$ cat config.mk
export PLATFORM = sky130hd
export DESIGN_NAME = pmec_top
export DESIGN_NICKNAME = d
export VERILOG_FILES = /design/src/pmec_pkg.sv /design/src/pmec_count16.sv /design/src/pmec_count8.sv /design/src/pmec_top.sv
export SDC_FILE = /design/constraint.sdc
export NUM_CORES = 1
export LEC_CHECK = 0
export BUFFER_PORTS_ARGS = -buffer_cell sky130_fd_sc_hd__clkbuf_2
export CAP_MARGIN = 40
export CORE_MARGIN = 8
export CORE_UTILIZATION = 30
export DETAILED_ROUTE_END_ITERATION = 6
export PLACE_DENSITY_LB_ADDON = 0.25
export SLEW_MARGIN = 30
export SYNTH_ARGS = -nofsm -noshare
export SYNTH_HDL_FRONTEND = slang
export SYNTH_SLANG_ARGS = --single-unit
$ cat constraint.sdc
create_clock -name i_clk -period 2.2 [get_ports i_clk]
set_input_delay 0.22 -clock i_clk [delete_from_list [all_inputs] [get_ports i_clk]]
set_output_delay 0.22 -clock i_clk [all_outputs]
set_load 0.01 [all_outputs]
$ cat src/pmec_pkg.sv
// shared constants and carrier types for the performance-monitor error counters
package pmec_pkg;

   // ---------------------------------------------------------------
   // bus and data widths
   // ---------------------------------------------------------------
   localparam int ADDR_W = 16;
   localparam int DATA_W = 8;

   // ---------------------------------------------------------------
   // register offsets
   // ---------------------------------------------------------------
   localparam logic [15:0] PRBS_HI_OFS = 16'h090D;
   localparam logic [15:0] PRBS_LO_OFS = 16'h090E;
   localparam logic [15:0] SLIP_OFS = 16'h090F;
   localparam logic [15:0] ZV_HI_OFS = 16'h0910;
   localparam logic [15:0] ZV_LO_OFS = 16'h0911;
   localparam logic [15:0] FCS2_OFS = 16'h091C;
   localparam logic [15:0] IRQ_STAT_OFS = 16'h0920;
   localparam logic [15:0] IRQ_MASK_OFS = 16'h0921;

   // ---------------------------------------------------------------
   // reset values, limits and field positions
   // ---------------------------------------------------------------
   localparam logic [7:0] CNT8_RST = 8'h00;
   localparam logic [15:0] CNT16_RST = 16'h0000;
   localparam logic [7:0] CNT8_MAX = 8'hFF;
   localparam logic [15:0] CNT16_MAX = 16'hFFFF;
   localparam logic [3:0] IRQ_RST = 4'h0;
   localparam logic [7:0] UNMAPPED_RD = 8'h00;
   localparam int IRQ_PRBS_BIT = 0;
   localparam int IRQ_SLIP_BIT = 1;
   localparam int IRQ_ZV_BIT = 2;
   localparam int IRQ_FCS2_BIT = 3;

   // ---------------------------------------------------------------
   // carriers
   // ---------------------------------------------------------------
   typedef struct packed {
      logic wr;
      logic rd;
      logic [15:0] addr;
      logic [7:0] wdata;
   } pmec_bus_t;

   typedef struct packed {
      logic pattern_bit_error;
      logic slip_repeat;
      logic slip_drop;
      logic zero_violation;
      logic lapd2_check_error;
   } pmec_events_t;

endpackage

$ cat src/pmec_count16.sv
// saturating 16-bit event counter read as upper then lower byte
module pmec_count16 (
   input wire logic i_clk,
   input wire logic i_rst_n,
   input wire logic i_event,
   input wire logic i_rd_hi,
   input wire logic i_rd_lo,
   output logic [7:0] o_hi,
   output logic [7:0] o_lo,
   output logic o_sat
);
   import pmec_pkg::*;

   logic [15:0] count;
   logic [7:0] hold;

   // upper-byte read clears the live count; the event of that cycle survives
   always_ff @(posedge i_clk) begin
      if (!i_rst_n) begin
         count <= CNT16_RST;
      end else if (i_rd_hi) begin
         count <= {15'h0000, i_event};
      end else if (i_event && count != CNT16_MAX) begin
         count <= count + 16'h0001;
      end
   end

   // lower byte frozen at the upper-byte read so the pair matches
   always_ff @(posedge i_clk) begin
      if (!i_rst_n) begin
         hold <= CNT8_RST;
      end else if (i_rd_hi) begin
         hold <= count[7:0];
      end else if (i_rd_lo) begin
         hold <= CNT8_RST;
      end
   end

   assign o_hi = count[15:8];
   assign o_lo = hold;
   assign o_sat = i_event && !i_rd_hi && count == CNT16_MAX - 16'h0001;
endmodule // pmec_count16

$ cat src/pmec_count8.sv
// saturating 8-bit event counter that clears when read
module pmec_count8 (
   input wire logic i_clk,
   input wire logic i_rst_n,
   input wire logic i_event,
   input wire logic i_rd,
   output logic [7:0] o_count,
   output logic o_sat
);
   import pmec_pkg::*;

   logic [7:0] count;

   // a read restarts from zero, but an event in the read cycle is kept
   always_ff @(posedge i_clk) begin
      if (!i_rst_n) begin
         count <= CNT8_RST;
      end else if (i_rd) begin
         count <= {7'h00, i_event};
      end else if (i_event && count != CNT8_MAX) begin
         count <= count + 8'h01;
      end
   end

   assign o_count = count;
   // pulse on the event that fills the counter
   assign o_sat = i_event && !i_rd && count == CNT8_MAX - 8'h01;
endmodule // pmec_count8

$ cat src/pmec_top.sv
// register bank of clear-on-read performance-monitor error counters
// What this block does
// - count pattern bit errors in sixteen bits
// - two-byte counters clear when read
// - eight-bit transmit slip count, cleared on read
// - frame repeat or drop counts one slip
// - count excessive-zero violations in sixteen bits
// - upper byte bits fifteen to eight
// - eight-bit LAPD2 check error count
// - eight-bit counters restart after each read
module pmec_top (
   input wire logic i_clk,
   input wire logic i_rst_n,
   input wire pmec_pkg::pmec_bus_t i_bus,
   input wire pmec_pkg::pmec_events_t i_events,
   output logic [pmec_pkg::DATA_W-1:0] o_rdata,
   output logic o_irq
);
   import pmec_pkg::*;

   // ---------------------------------------------------------------
   // declarations
   // ---------------------------------------------------------------
   logic rd_pr_hi;
   logic rd_pr_lo;
   logic rd_slip;
   logic rd_zv_hi;
   logic rd_zv_lo;
   logic rd_fcs;
   logic rd_stat;
   logic [7:0] next_rdata;

   logic [7:0] pr_hi;
   logic [7:0] pr_lo;
   logic [7:0] zv_hi;
   logic [7:0] zv_lo;
   logic [7:0] slip_cnt;
   logic [7:0] fcs_cnt;

   logic pr_sat;
   logic zv_sat;
   logic slip_sat;
   logic fcs_sat;
   logic slip_event;

   logic [3:0] sat_vec;
   logic [3:0] irq_stat;
   logic [3:0] irq_mask;

   // ---------------------------------------------------------------
   // read decode
   // ---------------------------------------------------------------

   // one strobe per register except the mask, data picked in the same cycle and
   // registered below so it stands only in the following cycle
   always_comb begin
      rd_pr_hi = 1'b0;
      rd_pr_lo = 1'b0;
      rd_slip = 1'b0;
      rd_zv_hi = 1'b0;
      rd_zv_lo = 1'b0;
      rd_fcs = 1'b0;
      rd_stat = 1'b0;
      next_rdata = UNMAPPED_RD;
      if (i_bus.rd) begin
         if (i_bus.addr == PRBS_HI_OFS) begin
            rd_pr_hi = 1'b1;
            next_rdata = pr_hi;
         end else if (i_bus.addr == PRBS_LO_OFS) begin
            rd_pr_lo = 1'b1;
            next_rdata = pr_lo;
         end else if (i_bus.addr == SLIP_OFS) begin
            rd_slip = 1'b1;
            next_rdata = slip_cnt;
         end else if (i_bus.addr == ZV_HI_OFS) begin
            rd_zv_hi = 1'b1;
            next_rdata = zv_hi;
         end else if (i_bus.addr == ZV_LO_OFS) begin
            rd_zv_lo = 1'b1;
            next_rdata = zv_lo;
         end else if (i_bus.addr == FCS2_OFS) begin
            rd_fcs = 1'b1;
            next_rdata = fcs_cnt;
         end else if (i_bus.addr == IRQ_STAT_OFS) begin
            rd_stat = 1'b1;
            next_rdata = {4'h0, irq_stat};
         end else if (i_bus.addr == IRQ_MASK_OFS) begin
            next_rdata = {4'h0, irq_mask};
         end
      end
   end

   // read data register: zero whenever no read was made the cycle before,
   // so stale counts never linger on the bus
   always_ff @(posedge i_clk) begin
      if (!i_rst_n) begin
         o_rdata <= UNMAPPED_RD;
      end else begin
         o_rdata <= next_rdata;
      end
   end

   // ---------------------------------------------------------------
   // counters
   // ---------------------------------------------------------------

   // pattern bit errors from the receive framer
   pmec_count16 u_pattern_bit_error_count (
      .i_clk(i_clk),
      .i_rst_n(i_rst_n),
      .i_event(i_events.pattern_bit_error),
      .i_rd_hi(rd_pr_hi),
      .i_rd_lo(rd_pr_lo),
      .o_hi(pr_hi),
      .o_lo(pr_lo),
      .o_sat(pr_sat)
   );

   // excessive-zero violations from the receive framer
   pmec_count16 u_zero_violation_count (
      .i_clk(i_clk),
      .i_rst_n(i_rst_n),
      .i_event(i_events.zero_violation),
      .i_rd_hi(rd_zv_hi),
      .i_rd_lo(rd_zv_lo),
      .o_hi(zv_hi),
      .o_lo(zv_lo),
      .o_sat(zv_sat)
   );

   // a repeated or a dropped frame is one slip; both in one cycle
   // cannot happen in a real slip buffer, and would count once
   assign slip_event = i_events.slip_repeat | i_events.slip_drop;

   pmec_count8 u_transmit_slip_tally (
      .i_clk(i_clk),
      .i_rst_n(i_rst_n),
      .i_event(slip_event),
      .i_rd(rd_slip),
      .o_count(slip_cnt),
      .o_sat(slip_sat)
   );

   // frame check sequence errors of the second LAPD controller
   pmec_count8 u_lapd2_check_error_tally (
      .i_clk(i_clk),
      .i_rst_n(i_rst_n),
      .i_event(i_events.lapd2_check_error),
      .i_rd(rd_fcs),
      .o_count(fcs_cnt),
      .o_sat(fcs_sat)
   );

   // ---------------------------------------------------------------
   // interrupt status and mask
   // ---------------------------------------------------------------

   // each status bit flags a counter that just reached all ones,
   // telling software to read it before counts are dropped
   always_comb begin
      sat_vec = IRQ_RST;
      sat_vec[IRQ_PRBS_BIT] = pr_sat;
      sat_vec[IRQ_SLIP_BIT] = slip_sat;
      sat_vec[IRQ_ZV_BIT] = zv_sat;
      sat_vec[IRQ_FCS2_BIT] = fcs_sat;
   end

   // sticky status, cleared by reading it; a new event in the clearing
   // cycle wins so it is never lost
   always_ff @(posedge i_clk) begin
      if (!i_rst_n) begin
         irq_stat <= IRQ_RST;
      end else if (rd_stat) begin
         irq_stat <= sat_vec;
      end else begin
         irq_stat <= irq_stat | sat_vec;
      end
   end

   // mask register, the only writable location; other writes are ignored
   always_ff @(posedge i_clk) begin
      if (!i_rst_n) begin
         irq_mask <= IRQ_RST;
      end else if (i_bus.wr && i_bus.addr == IRQ_MASK_OFS) begin
         irq_mask <= i_bus.wdata[3:0];
      end
   end

   // level interrupt, built from flops only
   assign o_irq = |(irq_stat & irq_mask);
endmodule // pmec_top

# After elaboration in Yosys (flattened, before gate mapping)

Cells that the tools add are included.

Multiplexer cells: 56
$add $sub $neg: 4
Bitwise logic cells: 4
Equality and inequality tests: 16
Reduce and logical (&&, ||, !) cells: 29

Operators by type and width:

| operator              | count |
|---|---|
| $eq 16x12->1 const B  | 8 |
| $mux 8                | 10 |
| $mux 1                | 43 |
| $add 16x1->16 const B | 2 |
| $eq 16x16->1 const B  | 2 |
| $ne 16x16->1 const B  | 2 |
| $add 8x1->8 const B   | 2 |
| $eq 8x8->1 const B    | 2 |
| $ne 8x8->1 const B    | 2 |
| $logic_and 1x1->1     | 13 |
| $mux 4                | 3 |
| $reduce_bool 2->1     | 6 |
| $reduce_or 2->1       | 4 |
| $and 4x4->4           | 1 |
| $logic_not 1->1       | 4 |
| $or 4x4->4            | 1 |
| $reduce_or 4->1       | 1 |
| $reduce_and 2->1      | 1 |
| $not 1->1             | 1 |
| $or 1x1->1            | 1 |

Bits of input ports: 33
Bits in registers: 80

# Longest topological paths before layout

Gate-level depths: netlist (run 1).

Word-level depth: 13
Mapped depth: 7
Depth with buffers taken out: 5

# Cells and area by module

Synthesis (run 1) repeated with hierarchy kept, for this count alone.

Cell total of the unflattened synthesis: 567
Area, all modules: 4792.1 um^2

By module, submodules not included:

| module                                  | times used | area each (um^2) | cells each | seq. area each (um^2) |
|---|---|---|---|---|
| pmec_count16                            | 2          | 1243.7           | 150        | 480.5 |
| pmec_top                                | 1          | 1290.0           | 153        | 320.3 |
| pmec_count8 (u_transmit_slip_tally)     | 1          | 510.5            | 57         | 160.2 |
| pmec_count8 (u_lapd2_check_error_tally) | 1          | 504.2            | 57         | 160.2 |

# Worst setup path after synthesis (run 1)

No wires, ideal clock.

Path type: input port to flip-flop
Start point: input port i_bus[9] in the netlist's numbering
End point: register u_zero_violation_count.count[11]
Library setup time: 0.125 ns
Cell stages on the path: 7
Path buffers: 3
Setup slack: 0.404 ns
Arrival time: 1.670 ns
Cell sequence: buf_6 or3b_1 buf_6 nor4_4 a31o_4 buf_6 a21oi_1

Word-level cells in the longest chain between the ends: 7
Elaborated cells on any way between the ends: 10
Classes of those cells: eq/ne (4); mux (5); reduce/logical (1)

Ends and longest elaborated chain:

| element                     | line               | text |
|---|---|---|
| start, declared             | pmec_top.sv:14     | `input wire pmec_pkg::pmec_bus_t i_bus,` |
| $eq 16x12->1                | pmec_top.sv:75     | `end else if (i_bus.addr == ZV_HI_OFS) begin` |
| $mux 1                      | pmec_top.sv:75     |  |
| $mux 1                      | pmec_top.sv:72     | `end else if (i_bus.addr == SLIP_OFS) begin` |
| $mux 1                      | pmec_top.sv:69     | `end else if (i_bus.addr == PRBS_LO_OFS) begin` |
| $mux 1 *                    | pmec_top.sv:66     | `if (i_bus.addr == PRBS_HI_OFS) begin` |
| $mux 1 *                    | pmec_top.sv:65     | `if (i_bus.rd) begin` |
| $reduce_or 2->1 (no line) * | n/a                |  |
| end signal, assigned        | pmec_count16.sv:22 | `count <= {15'h0000, i_event};` |
| end signal, assigned        | pmec_count16.sv:24 | `count <= count + 16'h0001;` |
| end, declared               | pmec_count16.sv:14 | `logic [15:0] count;` |

Mark *: on every way between the ends. The rest lies on a longest branch, timed or not.
A chain may end at the register's enable or synchronous reset.

# Worst setup path in the final report (run 1)

Start point: register u_zero_violation_count.count[1]
End point: register u_zero_violation_count.count[0]

Word-level cells in the longest chain between the ends: 3

Ends and longest elaborated chain:

| element                     | line               | text |
|---|---|---|
| $ne 16x16->1                | pmec_count16.sv:23 | `end else if (i_event && count != CNT16_MAX) begin` |
| $logic_and 1x1->1           | pmec_count16.sv:23 |  |
| $reduce_bool 2->1 (no line) | n/a                |  |

No other way between the ends.

==> run summary, run 1 <==
Register-to-Register Setup Slack - 230 ps
# setup viols final - 0
Max-slew violations - 0
Maximum achievable frequency - 506.8 MHz
Port-buffer cells - 37
Number of enable flip-flop cells after synthesis - 0
Worst-Skew Late Latency - 340 ps
CTS buffer count - 9
Relative contribution of sequential cells to total power - 0.444
Number of antenna violations at the first check in global routing - 0
Placer's final routability congestion estimate - 0.8791
Overall power - 3.358 mW
Count of endpoints failing hold in the final timing report - 0
Count of buffers added by post-CTS timing repair for setup - 0
Synth Warn # - 0
Run status - finished with violations
Logic pwr share - 0.066
Main area contributors after synthesis - sky130_fd_sc_hd__dfxtp_1 36%, sky130_fd_sc_hd__a21oi_1 4.6%, sky130_fd_sc_hd__nand3_1 4.1%
FF+latch count, synth - 80
Number of clock sinks - 80
Setup repair after global routing missed its margin - false
Post-synthesis sequential area ratio - 0.3565
Post-synth net total - 563
TritonCTS clock tree - yes
Layout overhead on the synthesized area - 17.72%
Power share of the clock group - 0.490
Switching share of total power - 0.2322
Die Y - 138.4 microns
Placed Cells incl. Taps - 742
Most congested layer reported by global routing - met2
Number of hold-repair buffers added at the cts stage - 0
Final routed wire length divided by cell count - 17.48 microns
Top-count cell post-synth - sky130_fd_sc_hd__dfxtp_1
Global-route wire length before repair - 21,580 microns
Max Buffers Root-to-Sink - 2
Number of top-level pins - 42
ANT nets after route - 0
Actual transition at the worst max-transition pin - 666.6 ps
Final antenna diode count - 0
DRC viols - 1
Least setup slack across all paths after layout - 227.0 ps
Initial drt markers - 297
Met2 global-route usage - 0.2112
Fin crit share - 0.8968
Psw - 0.7798 mW
Vias in the first global route - 4,091
# Max-Cap Violations - 0
Mapped Cells - 522
Global-route congestion overflow total - 0
Maximum fanout encountered on the critical timing path - 6
Initial DRT Pass Iterations - 7
Static leakage power - 1.751 nW
Aggregate routed wire length - 13,250 microns
Element type at the critical path start - flip-flop
Area of the core - 0.01459 sq mm
Starting density of the core - 0.3079
Cell types with the highest counts after synthesis - 80 x sky130_fd_sc_hd__dfxtp_1, 41 x sky130_fd_sc_hd__a21oi_1, 37 x sky130_fd_sc_hd__nand3_1
Die boundary width - 138.4 microns
Mean instance size in the synthesized netlist - 8.605 sq um
Met3 global-route usage - 0.03014
Worst path max stage delay - 490 ps
Slew headroom - 0.5522
Area of the die - 0.01914 sq mm
Number of vias per cell - 5.769
Most common flop cell mapped by yosys - sky130_fd_sc_hd__dfxtp_1
Count of distinct cell types in the synthesized netlist - 65
Max rail drop VDD - 406.6 uV
Core Util, Final - 0.3624
DP HPWL - 10,060 microns
Critical path, cell by cell - ha_1, nand3_1, or4_1, and3_1, o311a_1
Required time of the critical path - 2420 ps
Worst setup path class - flip-flop to flip-flop
Pre-CTS setup slack - 129.4 ps
Worst path slowest cell - sky130_fd_sc_hd__or4_1
Global routing usage summed across all routing layers - 0.1350
Async set-or-reset flop fraction in the synthesized netlist - 0
Power density normalized to cell area - 635.1 mW/mm^2
Worst hold path class - input pin to flip-flop
Violated checks - design-rule violations
Final cell count without fillers - 758
Net count reported at finish - 610
Number of instances resized during post-cts repair - 0
Total internal power - 2.578 mW
Pin count of the biggest net entering global routing - 19
Via count of the routed design - 4,373
Delay-heaviest family, CP - simple AND/OR/NAND/NOR gates
Buffer and inverter count on the worst path - 0
Proportion of layout cells with a drive suffix above 1 - 0.1742
Fraction of post-synthesis cell area in the top cell type by area - 0.3565
Final total negative setup slack - 0 ps
Post-synthesis instance area - 0.004492 sq mm
Layout Skew - 9.389 ps
Num rows - 44
Met1 track demand over resource in global routing - 0.1809
H-tree level count - 3
Sort of element at the end of the critical path - flip-flop
CP arrival - 2200 ps
Buffer type at the clock tree root - sky130_fd_sc_hd__clkbuf_16
Time the final worst path needs with I/O delays and setup - 1973 ps
Clk slew on worst S/H paths - 60 ps
Area leader, netlist - sky130_fd_sc_hd__dfxtp_1
final cells by class:
cell class                 instances  area [sq um]
fill                            1505          9301
inverter                          17         63.81
clock inverter                     4         76.32
timing repair buffer              61         365.4
multi-input combinational        400          2704
clock buffer                      12         246.5
tap                              184         230.2
sequential                        80          1602
metrics by stage:
stage / hold slack, ps / cell area [sq um]
after floorplan: 367.7 / 4492
after CTS: 111.1 / 5288
after detailed placement: 469.6 / 4965
final: 122.1 / 5288
after global routing: 123.7 / 5288
after global placement: 466.2 / 4965
power by group through the flow:
stage / registers [mW] / logic (mW) / clock network (mW)
4_1_cts: 1.49 / 0.222 / 1.68
6_report: 1.49 / 0.223 / 1.64
3_5_place_dp: 1.52 / 0.221 / 0
5_1_grt: 1.49 / 0.245 / 1.74
3_3_place_gp: 1.52 / 0.216 / 0
2_1_floorplan: 1.51 / 0.147 / 0
worst min-delay path, cell delays in order:
cell,delay [ps]
sky130_fd_sc_hd__clkbuf_2,80
sky130_fd_sc_hd__nand3_1,50
sky130_fd_sc_hd__a21oi_1,50
per-layer routing:
metal,up-vias,wire length (microns)
met5,-,0
met4,0,200
met3,18,595
met2,110,6092
met1,2093,6359
li1,2152,-
logic make-up after synthesis:
| family | after synthesis | share of synthesized area |
|---|---|---|
| xor gates and xnor gates | 9 | 0.01755 |
| AOI/OAI and AO/OA | 153 | 0.2334 |
| adders and majority gates | 8 | 0.02229 |
| muxes | 17 | 0.03955 |
| and+or+nand+nor | 213 | 0.2891 |
| buffers and inverters | 42 | 0.04150 |
| DFF | 80 | 0.3565 |
path summary, 6_finish.rpt:
kind / depth (start not counted) / startpoint / end
min reg2reg: 1 / u_zero_violation_count.o_lo[5]$_SDFFE_PN0P_ / u_zero_violation_count.o_lo[5]$_SDFFE_PN0P_
max reg2reg: 5 / u_zero_violation_count.count[1]$_SDFFE_PP0P_ / u_zero_violation_count.count[0]$_SDFFE_PN0P_
max: 5 / u_zero_violation_count.count[1]$_SDFFE_PP0P_ / u_zero_violation_count.count[0]$_SDFFE_PN0P_
min: 3 / i_bus[2] / irq_mask[2]$_SDFFE_PN0P_
sequential cells by signal, indices dropped and copies added (netlist names):
name / flops
irq_mask: 4
irq_stat: 4
o_rdata: 8
u_lapd2_check_error_tally.o_count: 8
u_pattern_bit_error_count.count: 16
u_pattern_bit_error_count.o_lo: 8
u_transmit_slip_tally.o_count: 8
u_zero_violation_count.count: 16
u_zero_violation_count.o_lo: 8
cells in the final DEF (no fill, tap or decap), drive strengths merged, types with 5 or more instances in the layout:
cell,Yosys,routed
a211oi,6,6
a21oi,41,41
a22o,8,8
a31oi,7,7
a32o,8,8
and2,6,6
and3,7,7
and4,7,7
buf,10,24
clkbuf,15,49
dfxtp,80,80
ha,8,8
inv,17,18
mux2,6,6
mux2i,11,11
nand2,27,27
nand3,37,37
nand4,19,19
nor2,21,21
nor3,18,18
nor4,9,9
o2111ai,6,6
o21ai,26,26
o31ai,19,19
or3,22,22
or4,19,19
xnor2,5,5
Note: power is estimated with default switching activity, not from simulation.
==> run 2, diff against run 1 <==
Settings changed: ABC_AREA set to 1.
==> run summary, run 2 <==
Critical path, cell by cell - ha_1, inv_1, nor2_1, nand2_1, nor2_1, nand2_1, nand2_2, nor2_1, nand2_2, nor3_1, nand3_1, nand2_1, a21oi_1
Core Util, Final - 0.3554
Max rail drop VDD - 506.3 uV
Pre-CTS setup slack - 257.8 ps
Global-route congestion overflow total - 0
Launch point of the worst reg-to-reg path - u_zero_violation_count.count[1]$_SDFFE_PP0P_
End point of the worst hold path - irq_mask[1]$_SDFFE_PN0P_
Die Y - 137.0 microns
Layout overhead on the synthesized area - 16.72%
Area of the core - 0.01442 sq mm
Setup repair after global routing missed its margin - false
Startpoint of the tightest hold check path - i_bus[1]
Largest registers ranked by flip-flop count - u_pattern_bit_error_count.count x16, u_zero_violation_count.count x16
Proportion of layout cells with a drive suffix above 1 - 0.1168
Least setup slack across all paths after layout - 227.5 ps
Power share of the clock group - 0.463
Fin crit share - 0.8966
Required time of the critical path - 2440 ps
Net count reported at finish - 773
Post-synth net total - 721
Sort of element at the end of the critical path - flip-flop
Switching share of total power - 0.2370
Power density normalized to cell area - 597.8 mW/mm^2
Time the final worst path needs with I/O delays and setup - 1972 ps
ANT nets after route - 0
Aggregate routed wire length - 11,510 microns
Most common flop cell mapped by yosys - sky130_fd_sc_hd__dfxtp_1
Starting density of the core - 0.3045
Relative contribution of sequential cells to total power - 0.482
Total internal power - 2.338 mW
Count of cells along the worst register-to-register path - 13
Final antenna diode count - 0
Num rows - 44
Register-to-Register Setup Slack - 230 ps
Count of buffers added by post-CTS timing repair for setup - 0
Number of antenna violations at the first check in global routing - 0
DRC viols - 0
Element type at the critical path start - flip-flop
Actual transition at the worst max-transition pin - 408.6 ps
Mean instance size in the synthesized netlist - 6.458 sq um
Main area contributors after synthesis - sky130_fd_sc_hd__dfxtp_1 36%, sky130_fd_sc_hd__nand2_1 14%, sky130_fd_sc_hd__inv_1 9.2%
Mapped Cells - 680
Maximum achievable frequency - 507.0 MHz
Worst-Skew Late Latency - 350 ps
Worst setup path class - flip-flop to flip-flop
Slew headroom - 0.7276
Number of hold-repair buffers added at the cts stage - 0
Number of clock sinks - 80
Synth Warn # - 0
Initial drt markers - 306
Final routed wire length divided by cell count - 12.51 microns
Maximum fanout encountered on the critical timing path - 9
Worst hold path class - input pin to flip-flop
Pin count of the biggest net entering global routing - 23
CTS buffer count - 9
Count of distinct cell types in the synthesized netlist - 36
Highest-count cells in the layout ignoring fill and taps - 169 x sky130_fd_sc_hd__nand2_1, 108 x sky130_fd_sc_hd__inv_1, 85 x sky130_fd_sc_hd__nor2_1
Psw - 0.7262 mW
Endpoint of the worst register-to-register path - u_zero_violation_count.count[10]$_SDFFE_PP0P_
Placer's final routability congestion estimate - 0.8174
Number of instances resized during post-cts repair - 0
Initial DRT Pass Iterations - 5
Area of the die - 0.01877 sq mm
Static leakage power - 2.037 nW
Die boundary width - 137.0 microns
Worst path max stage delay - 360 ps
Buffer type at the clock tree root - sky130_fd_sc_hd__clkbuf_16
TritonCTS clock tree - yes
Cell types with the highest counts after synthesis - 169 x sky130_fd_sc_hd__nand2_1, 108 x sky130_fd_sc_hd__inv_1, 85 x sky130_fd_sc_hd__nor2_1
Count of endpoints failing hold in the final timing report - 0
Most common library cell in the layout ignoring fill and taps - sky130_fd_sc_hd__nand2_1
Layout Skew - 5.716 ps
Fraction of post-synthesis cell area in the top cell type by area - 0.3647
Logic pwr share - 0.054
Number of vias per cell - 4.528
Vias in the first global route - 3,811
Area leader, netlist - sky130_fd_sc_hd__dfxtp_1
Run status - completed
H-tree level count - 3
Post-synthesis sequential area ratio - 0.3647
FF+latch count, synth - 80
Worst path slowest cell - sky130_fd_sc_hd__dfxtp_1
# Max-Cap Violations - 0
Global-route wire length before repair - 18,920 microns
# setup viols final - 0
Final total negative setup slack - 0 ps
Post-synthesis instance area - 0.004392 sq mm
Via count of the routed design - 4,166
Number of top-level pins - 42
Number of enable flip-flop cells after synthesis - 0
Max-slew violations - 0
Top-count cell post-synth - sky130_fd_sc_hd__nand2_1
Global routing usage summed across all routing layers - 0.1283
Max Buffers Root-to-Sink - 2
CP arrival - 2210 ps
DP HPWL - 8919 microns
Final hold slack - 132.8 ps
Async set-or-reset flop fraction in the synthesized netlist - 0
Number of cells on the worst hold path - 3
Clk slew on worst S/H paths - 60 ps
Overall power - 3.065 mW
Port-buffer cells - 37
-- run 2: cell types whose count changed in the layout (fill, tap and decap cells not counted), sizes merged, moves of 10 or more --
cell | before | now
mux2i | 11 | 0
buf | 24 | 14
inv | 18 | 111
nand2 | 27 | 173
o31ai | 19 | 1
nand3 | 37 | 26
nor2 | 21 | 89
a21oi | 41 | 65
or4 | 19 | 0
or3 | 22 | 0
-- run 2: cells by family (layout without fill, tap and decap cells) --
| kind of cell | count (synthesis) | count (layout) | synth area share |
|---|---|---|---|
| compound gates | 119 | 119 | 0.1450 |
| xor+xnor | 13 | 13 | 0.02593 |
| fa+ha+maj | 8 | 8 | 0.02279 |
| buf+inv | 121 | 177 | 0.1085 |
| flops | 80 | 80 | 0.3647 |
| mux | 1 | 1 | 0.002564 |
| simple gates | 338 | 338 | 0.3305 |
-- run 2: routing by layer --
layer / vias to the layer above / track usage / part of all wire
li1: 2279 / - / -
met1: 1799 / 0.1707 / 0.51
met2: 79 / 0.1933 / 0.42
met3: 9 / 0.03084 / 0.054
met4: 0 / 0.05432 / 0.017
met5: - / 0 / 0
-- run 2: area by class of cell --
class | instances | area [sq um]
inverter | 111 | 416.7
clock inverter | 3 | 17.52
fill | 1588 | 9298
tap | 184 | 230.2
sequential | 80 | 1602
clock buffer | 12 | 256.5
timing repair buffer | 51 | 290.3
multi-input combinational | 479 | 2313
-- run 2: critical path, delay by kind of cell (launching register included) --
family | cells | cell delay, ps
compound gates | 1 | 40
buf+inv | 1 | 90
fa+ha+maj | 1 | 230
simple gates | 10 | 1140
flops | 1 | 360
-- run 2: worst max path at each step --
stage | start | endpoint | slack, ps | cells past startpoint
after detailed placement | u_zero_violation_count.count[1]$_SDFFE_PP0P_ | u_zero_violation_count.count[10]$_SDFFE_PP0P_ | 260 | 13
after global routing | u_zero_violation_count.count[1]$_SDFFE_PP0P_ | u_zero_violation_count.count[15]$_SDFFE_PP0P_ | 10 | 14
after CTS | u_zero_violation_count.count[1]$_SDFFE_PP0P_ | u_zero_violation_count.count[10]$_SDFFE_PP0P_ | 220 | 13
final | u_zero_violation_count.count[1]$_SDFFE_PP0P_ | u_zero_violation_count.count[10]$_SDFFE_PP0P_ | 230 | 13
after global placement | u_zero_violation_count.count[1]$_SDFFE_PP0P_ | u_zero_violation_count.count[10]$_SDFFE_PP0P_ | 230 | 13
after floorplan | u_zero_violation_count.count[0]$_SDFFE_PN0P_ | u_zero_violation_count.count[10]$_SDFFE_PP0P_ | 470 | 13
-- run 2: power by group through the flow --
stage | Combinational, mW | Clock (mW) | Sequential, mW
floorplan | 0.0992 | 0 | 1.51
global placement | 0.166 | 0 | 1.51
detailed placement | 0.165 | 0 | 1.51
CTS | 0.167 | 1.46 | 1.48
global route | 0.190 | 1.51 | 1.48
finish | 0.166 | 1.42 | 1.48
-- run 2: metrics by stage --
step           area (sq um)  cells
6_report               5126    920
5_1_grt                5126    920
4_1_cts                5126    920
3_5_place_dp           4852    905
3_3_place_gp           4852    905
2_1_floorplan          4392    680
